==> config.mk <==
export PLATFORM = sky130hd
export DESIGN_NAME = adc_scan_control
export DESIGN_NICKNAME = d
export VERILOG_FILES = /design/src/hdl/adc_scan_pkg.sv /design/src/hdl/adc_scan_control.sv
export SDC_FILE = /design/constraint.sdc
export NUM_CORES = 1
export LEC_CHECK = 0
export BUFFER_PORTS_ARGS = -buffer_cell sky130_fd_sc_hd__buf_4
export CORE_MARGIN = 2
export CORE_UTILIZATION = 48
export CTS_CLUSTER_DIAMETER = 150
export CTS_CLUSTER_SIZE = 24
export DETAILED_ROUTE_END_ITERATION = 8
export PLACE_DENSITY = 0.81
export SLEW_MARGIN = 40
export SYNTH_ARGS = -nofsm -noshare
export SYNTH_HDL_FRONTEND = slang
export SYNTH_SLANG_ARGS = --single-unit
==> constraint.sdc <==
create_clock -name clock -period 1.65 [get_ports clock]
set_input_delay 0.33 -clock clock [delete_from_list [all_inputs] [get_ports clock]]
set_output_delay 0.33 -clock clock [all_outputs]
set_load 0.02 [all_outputs]
==> src/hdl/adc_scan_pkg.sv <==
// constants for the converter scan control block
package adc_scan_pkg;
    localparam int DAC_WIDTH = 10;
    localparam int SYNC_STAGES = 3;
    // register offsets on the plain register port
    localparam logic [3:0] CTRL_OFFSET = 4'h0;
    localparam logic [3:0] DAC_OFFSET = 4'h1;
    localparam logic [3:0] STATUS_OFFSET = 4'h2;
    localparam logic [3:0] ANALOG_OFFSET = 4'h3;
    // control field positions
    localparam int HOLD_BIT = 0;
    localparam int GAIN_CLOCK_BIT = 1;
    localparam int GAIN_PATH_BIT = 2;
    localparam int BANDGAP_BIT = 3;
    localparam int CONV_POWER_BIT = 4;
    localparam int GAIN_POWER_BIT = 5;
    localparam int BYPASS_BIT = 6;
    localparam int GAIN_TEN_BIT = 7;
    localparam int GAIN_TWENTY_BIT = 8;
    localparam int GROUND_BIT = 9;
    localparam int CTRL_WIDTH = 10;
    // idle values after reset: hold high, bypass high, all other controls low, dac at midpoint
    localparam logic [9:0] CTRL_RESET = 10'h041;
    localparam logic [9:0] DAC_RESET = 10'h200;
    localparam logic [9:0] DAC_MIDPOINT = 10'h200;
endpackage

==> src/hdl/adc_scan_control.sv <==
// scan control and observe cells of the converter
// Overview of operation
// - hold low makes the converter track, hold high freezes the sampled value.
// - the bypass select routes channels 0 to 3 around the gain stages, idle value 1.
// - the ground select ties the comparator negative input to ground, idle value 0.
// - the band-gap select puts the band-gap reference on the negative input, idle value 0.
// - the converter power enable switches the converter on, idle value 0.
// - the gain-stage power enable powers the amplifiers, idle value 0.
// - the gain path enable connects the gain output to the comparator, idle value 0.
// - the gain clock clocks the switched-capacitor stages and idles at 0.
//
// Our own choices: the placing of the registers and strobed register access.
module adc_scan_control
    import adc_scan_pkg::*;
(
    input wire logic clock,
    input wire logic resetn,
    input wire logic enable,
    input wire logic [3:0] address,
    input wire logic [31:0] writeData,
    input wire logic writeStrobe,
    input wire logic readStrobe,
    output logic [31:0] readData,
    input wire logic comparatorIn,
    output logic sampleHold,
    output logic gainClock,
    output logic gain_path_enable,
    output logic bandgap_negative_select,
    output logic converter_power_enable,
    output logic gain_stage_power_enable,
    output logic bypass_path_select,
    output logic gain_ten_select,
    output logic gain_twenty_select,
    output logic negative_input_ground_select,
    output logic [DAC_WIDTH-1:0] dacValue,
    output logic comparatorObserved,
    output logic sampleDacError
);
    // the synchroniser taps and the field layout are sized for these values only
    if (DAC_WIDTH != 10 || SYNC_STAGES != 3) begin : g_sizeCheck
        $error("unsupported width or synchroniser depth");
    end

    typedef struct packed {
        logic [CTRL_WIDTH-1:0] ctrl;
        logic [DAC_WIDTH-1:0] dac;
        logic [SYNC_STAGES-1:0] sync;
        logic comp;
        logic sampleErr;
        logic [31:0] rdata;
    } state_t;

    state_t s_q, s_d;

    always_comb begin
        s_d = s_q;
        s_d.rdata = 32'h0;
        // the comparator is analog and asynchronous to clock
        s_d.sync = {s_q.sync[SYNC_STAGES-2:0], comparatorIn};
        // power off forces a clean 0 regardless of the floating comparator,
        // even while the late stages still disagree
        if (!s_q.ctrl[CONV_POWER_BIT]) begin
            s_d.comp = 1'b0;
        end else if (s_q.sync[1] == s_q.sync[2]) begin
            // the observed result only changes once the two late stages agree
            s_d.comp = s_q.sync[2];
        end
        // dac moved during tracking: sticky, set wins over clear
        if (!s_q.ctrl[HOLD_BIT] && s_q.dac != DAC_MIDPOINT) begin
            s_d.sampleErr = 1'b1;
        end
        if (writeStrobe) begin
            case (address)
                CTRL_OFFSET: begin
                    s_d.ctrl = writeData[CTRL_WIDTH-1:0];
                end
                DAC_OFFSET: begin
                    s_d.dac = writeData[DAC_WIDTH-1:0];
                end
                STATUS_OFFSET: begin
                    if (writeData[1] && !(!s_q.ctrl[HOLD_BIT] && s_q.dac != DAC_MIDPOINT)) begin
                        s_d.sampleErr = 1'b0;
                    end
                end
                default: begin
                end
            endcase
        end
        if (readStrobe) begin
            case (address)
                CTRL_OFFSET: s_d.rdata = {22'h0, s_q.ctrl};
                DAC_OFFSET: s_d.rdata = {22'h0, s_q.dac};
                STATUS_OFFSET: s_d.rdata = {30'h0, s_q.sampleErr, s_q.comp};
                default: s_d.rdata = 32'h0;
            endcase
        end
    end

    always_ff @(posedge clock or negedge resetn) begin
        if (!resetn) begin
            s_q <= '{ctrl: CTRL_RESET, dac: DAC_RESET, sync: '0, comp: 1'b0,
                     sampleErr: 1'b0, rdata: 32'h0};
        end else if (enable) begin
            s_q <= s_d;
        end
    end

    assign readData = s_q.rdata;
    assign sampleHold = s_q.ctrl[HOLD_BIT];
    assign gainClock = s_q.ctrl[GAIN_CLOCK_BIT];
    assign gain_path_enable = s_q.ctrl[GAIN_PATH_BIT];
    assign bandgap_negative_select = s_q.ctrl[BANDGAP_BIT];
    assign converter_power_enable = s_q.ctrl[CONV_POWER_BIT];
    assign gain_stage_power_enable = s_q.ctrl[GAIN_POWER_BIT];
    assign bypass_path_select = s_q.ctrl[BYPASS_BIT];
    assign gain_ten_select = s_q.ctrl[GAIN_TEN_BIT];
    assign gain_twenty_select = s_q.ctrl[GAIN_TWENTY_BIT];
    assign negative_input_ground_select = s_q.ctrl[GROUND_BIT];
    assign dacValue = s_q.dac;
    assign comparatorObserved = s_q.comp;
    assign sampleDacError = s_q.sampleErr;
endmodule

; Word level (Yosys, flattened, before mapping)
; Cells that the tools add are included.
[op_classes]
n_eq_ne = 5
muxes = 8
n_reduce_logical = 8
[ops]
columns = cell, n
row1 = $pmux W10 S3, 1
row2 = $mux W10, 1
row3 = $ne A10 B10 Y1 const B, 1
row4 = $mux W1, 6
row5 = $reduce_and A3 Y1, 2
row6 = $eq A4 B1 Y1 const B, 1
row7 = $eq A4 B2 Y1 const B, 1
row8 = $logic_not A4 Y1, 1
row9 = $logic_and A1 B1 Y1, 2
row10 = $logic_not A1 Y1, 2
row11 = $ne A2 B1 Y1 const B, 1
row12 = $reduce_and A2 Y1, 1
row13 = $eq A1 B1 Y1, 1
[totals]
register_bits = 57
input_bits = 42
out_inout_bits = 54
word_cells = 27

; Logic depth before layout (Yosys ltp)
[depth]
depth_word = 7
ltp_mapped = 4
ltp_nobuf = 3

; Worst setup path before layout
; No wires, ideal clock.
[synth_path]
path_kind = input-to-reg
start = input address[1]
end = register s_q (netlist bit dacValue[0])
setup_time_ns = 0.125
t_arrival_ns = 1.156
required_time_ns = 1.525
slack_ns = 0.369
cell_stages = 4
path_buffers = 1
cell_sequence = buf_4 and2b_2 nand2_4 mux2_2
[synth_via]
elab_chain_len = 2
[synth_rtl]
columns = element, line
row1 = from (decl), adc_scan_control.sv:19  ; input wire logic [3:0] address,
row2 = $eq A4 B1 Y1, adc_scan_control.sv:73  ; case (address)
row3 = $reduce_and A3 Y1 (no line), n/a
row4 = to (signal assigned), adc_scan_control.sv:101  ; s_q <= '{ctrl: CTRL_RESET, dac: DAC_RESET, sync: '0, comp: 1'b0,
row5 = to (decl), adc_scan_control.sv:53  ; state_t s_q, s_d;
; No other way between the ends.
; A chain may end at the register's enable or synchronous reset.

; Worst setup path after layout
[layout_path]
start = register s_q (netlist bit dacValue[8])
end = register s_q (netlist bit sampleDacError)
[layout_via]
elab_chain_len = 7
elab_cells_between_ends = 8
classes_between = eq/ne: 1 / mux: 4 / reduce/logical: 3
[layout_rtl]
columns = element, line
row1 = $ne A10 B10 Y1 *, "adc_scan_control.sv:69, adc_scan_control.sv:81"
row2 = $logic_and A1 B1 Y1 *, "adc_scan_control.sv:69, adc_scan_control.sv:81"
row3 = $logic_not A1 Y1, adc_scan_control.sv:81  ; if (writeData[1] && !(!s_q.ctrl[HOLD_BIT] && s_q.dac != DAC_MIDPOINT)) begin
row4 = $logic_and A1 B1 Y1, adc_scan_control.sv:81
row5 = $mux W1, adc_scan_control.sv:81
row6 = $mux W1, adc_scan_control.sv:73
row7 = $mux W1 *, adc_scan_control.sv:72  ; if (writeStrobe) begin
; Every way passes the cells marked *; elsewhere a longest branch is shown, timed or not.

==> run metrics <==
outcome=complete, no violations; initial core utilization=about 50%; Die X=~66 µm; synth warn=0; max_cap viols=0; Max IR drop VDD=between 0.7 and 0.8 mV; # nets final=around 230; Post CTS Setup Buffer Count=0; Num CTS Buffers=5; fin. max-slew vios=0; final critical-path required period=1330 ps; Synth Area per Inst=between 10 and 15 µm²; P_leak=approximately 1.1 nW; I/O pin count=96; antenna-violating nets left=0; design area=around 0.0021 mm²; top_reg_cell synth=dfrtp_1; worst hold path depth=2; clk root buf=clkbuf_8; Netlist Area Pre-Place=0.00185 mm²; Clock Pin Slew Worst Setup and Hold Paths=~60 ps; Critical Path RT=approximately 1800 ps; unrepaired setup endpoints after global routing=false; CP max FO=4; register area share after synthesis=between 40% and 50%; placed insts=around 220; GRT overflow=0; Hold Crit Class=in2reg; Die ar.=about 0.0044 mm²; via count=1204; DR DRC count=0; Worst Path Arrival=1500 ps; CTS tree=yes; initial antenna violation count=0; endpoint class of the critical path=register; setup ws final=approximately 320 ps; total power=between 2 and 2.5 mW; Die Y=around 66 µm; worst rel slew slack=63.0%; share of layout cells above drive strength 1=about half; Synth area leaders=dfrtp_1 (43%), buf_4 (17%), mux2_2 (14%); DR pass1 iterations=4; # resized after CTS=0; Setup crit start kind=register; post-route clock period utilization=between 80% and 90%; Synth Register Bits=35; fmax=between 700 and 800 MHz; worst slew pin tran=roughly 550 ps; number of vias per cell=5.17; Async SR Flop Fraction=between 90% and 100%; vias in the first global route=1219; pre-CTS setup slack=about 200 ps; PwrDens=between 1000 and 1500 mW/mm²; Synth top area share=a little over two fifths; largest net degree at the start of global routing=36; Routed wire per std cell=approximately 15 µm; Core ar.=between 0.003 and 0.004 mm²; Worst Reg-to-Reg Cells=3; H-tree levels=2; clk_skew=around 4.6 ps; Core Rows=22; Synth Instances=between 100 and 150; TNS Setup=0 ps; distinct cell type count after synthesis=28; Synth top cells by count=buf_4 (43), dfrtp_1 (32), mux2_2 (23); Setup Viol. Count Final=0; first-pass GRT wire length=approximately 6000 µm; DRT Wirelength=3610 µm; Post-DP Area=just over 0.002 mm²; # clock sinks=35; Post-synth EDFFs=0; Clock Latency Late Sink=approximately 280 ps; IO buf count=just over 50; Clock Tree Buf Depth=2; Final Hold Fails=0; post-synth top area cell=dfrtp_1; P&R area growth vs syn=16.3%; n_diodes=0; count leader, synth=buf_4; total global-route track usage=18.5%; DR iter-0 viols=18; critical path class=reg2reg; Detail Placement HPWL=about 2700 µm; Finished Layout Cells=233; FILL cells=between 300 and 400; GPL Wtd Cong=approximately 0.82
==> sequential cells by signal (all words and copies together) (netlist names) <==
name / cells
sampleHold: 1
s_d: 2
gain_stage_power_enable: 1
gainClock: 1
dacValue: 10
comparatorObserved: 1
gain_ten_select: 1
sampleDacError: 1
negative_input_ground_select: 1
bypass_path_select: 1
gain_path_enable: 1
gain_twenty_select: 1
readData: 10
s_q: 1
converter_power_enable: 1
bandgap_negative_select: 1
==> cells in the final DEF (no fill, tap or decap), types with 3 or more instances in the layout <==
cell	netlist	routed
a22oi_1	9	9
buf_4	43	52
clkbuf_8	0	7
conb_1	1	22
dfrtp_1	32	32
dfstp_2	3	3
mux2_2	23	23
o2bb2ai_1	10	10
==> critical path, stage by stage (launching register included) <==
cell	delay (ps)
dfrtp_1	410
nor4_1	380
nand4b_1	160
a32o_1	270
==> layout make-up <==
class                      count  area, µm²  share of cell area [%]
timing repair buffer          53        400                    18.6
clock buffer                   8        100                    4.66
tap                           48       60.1                    2.79
sequential                    35        880                    40.9
inverter                       2       7.51                   0.349
multi-input combinational     87        702                    32.7
==> metrics by stage <==
| step | hold WS, ps | utilization, % |
|---|---|---|
| final | 286 | 58.3 |
| after global routing | 280 | 58.3 |
| after CTS | 277 | 58.3 |
| after global placement | 291 | 55.3 |
| after detailed placement | 302 | 55.3 |
| after floorplan | 34.4 | - |
==> layer usage <==
metal / global-route usage (%) / wire (µm) / vias up
met4: 9.18 / 46 / 0
met1: 23.5 / 1470 / 606
li1: - / - / 545
met5: 0 / 0 / -
met3: 4.77 / 231 / 7
met2: 29.3 / 1860 / 46
==> repair_timing <==
item	in CTS	in global routing
hold buffers	1	0
endpoints found under the hold margin	32	0
setup endpoints to repair	0	0
==> logic make-up after synthesis <==
family / share of synthesized area [%]
AO/OA/AOI/OAI: 10.2
multiplexers: 14.8
other: 0.203
AND/OR/NAND/NOR: 8.46
buffers and inverters: 18.7
flip-flops: 47.6
==> report_power, final <==
| group | switching [mW] | internal [mW] | leakage [nW] | total, mW |
|---|---|---|---|---|
| clock network | 0.285 | 0.380 | 0.0515 | 0.665 |
| registers | 0.114 | 0.983 | 0.446 | 1.10 |
| logic | 0.316 | 0.269 | 0.556 | 0.585 |
| total | 0.715 | 1.63 | 1.05 | 2.35 |
==> worst paths after layout <==
check	slack, ps	startpoint	endpoint
setup / recovery	320	dacValue[8]$_DFFE_PN0P_	sampleDacError$_DFFE_PN0P_
hold / removal	290	writeData[5]	dacValue[5]$_DFFE_PN0P_
setup reg to reg	320	dacValue[8]$_DFFE_PN0P_	sampleDacError$_DFFE_PN0P_
hold reg to reg	490	readData[7]$_DFFE_PN0P_	readData[7]$_DFFE_PN0P_
max in group asynchronous	790	resetn	bypass_path_select$_DFFE_PN1P_
min in group asynchronous	530	resetn	comparatorObserved$_DFFE_PN0P_
Note: power is estimated with default switching activity, not from simulation.
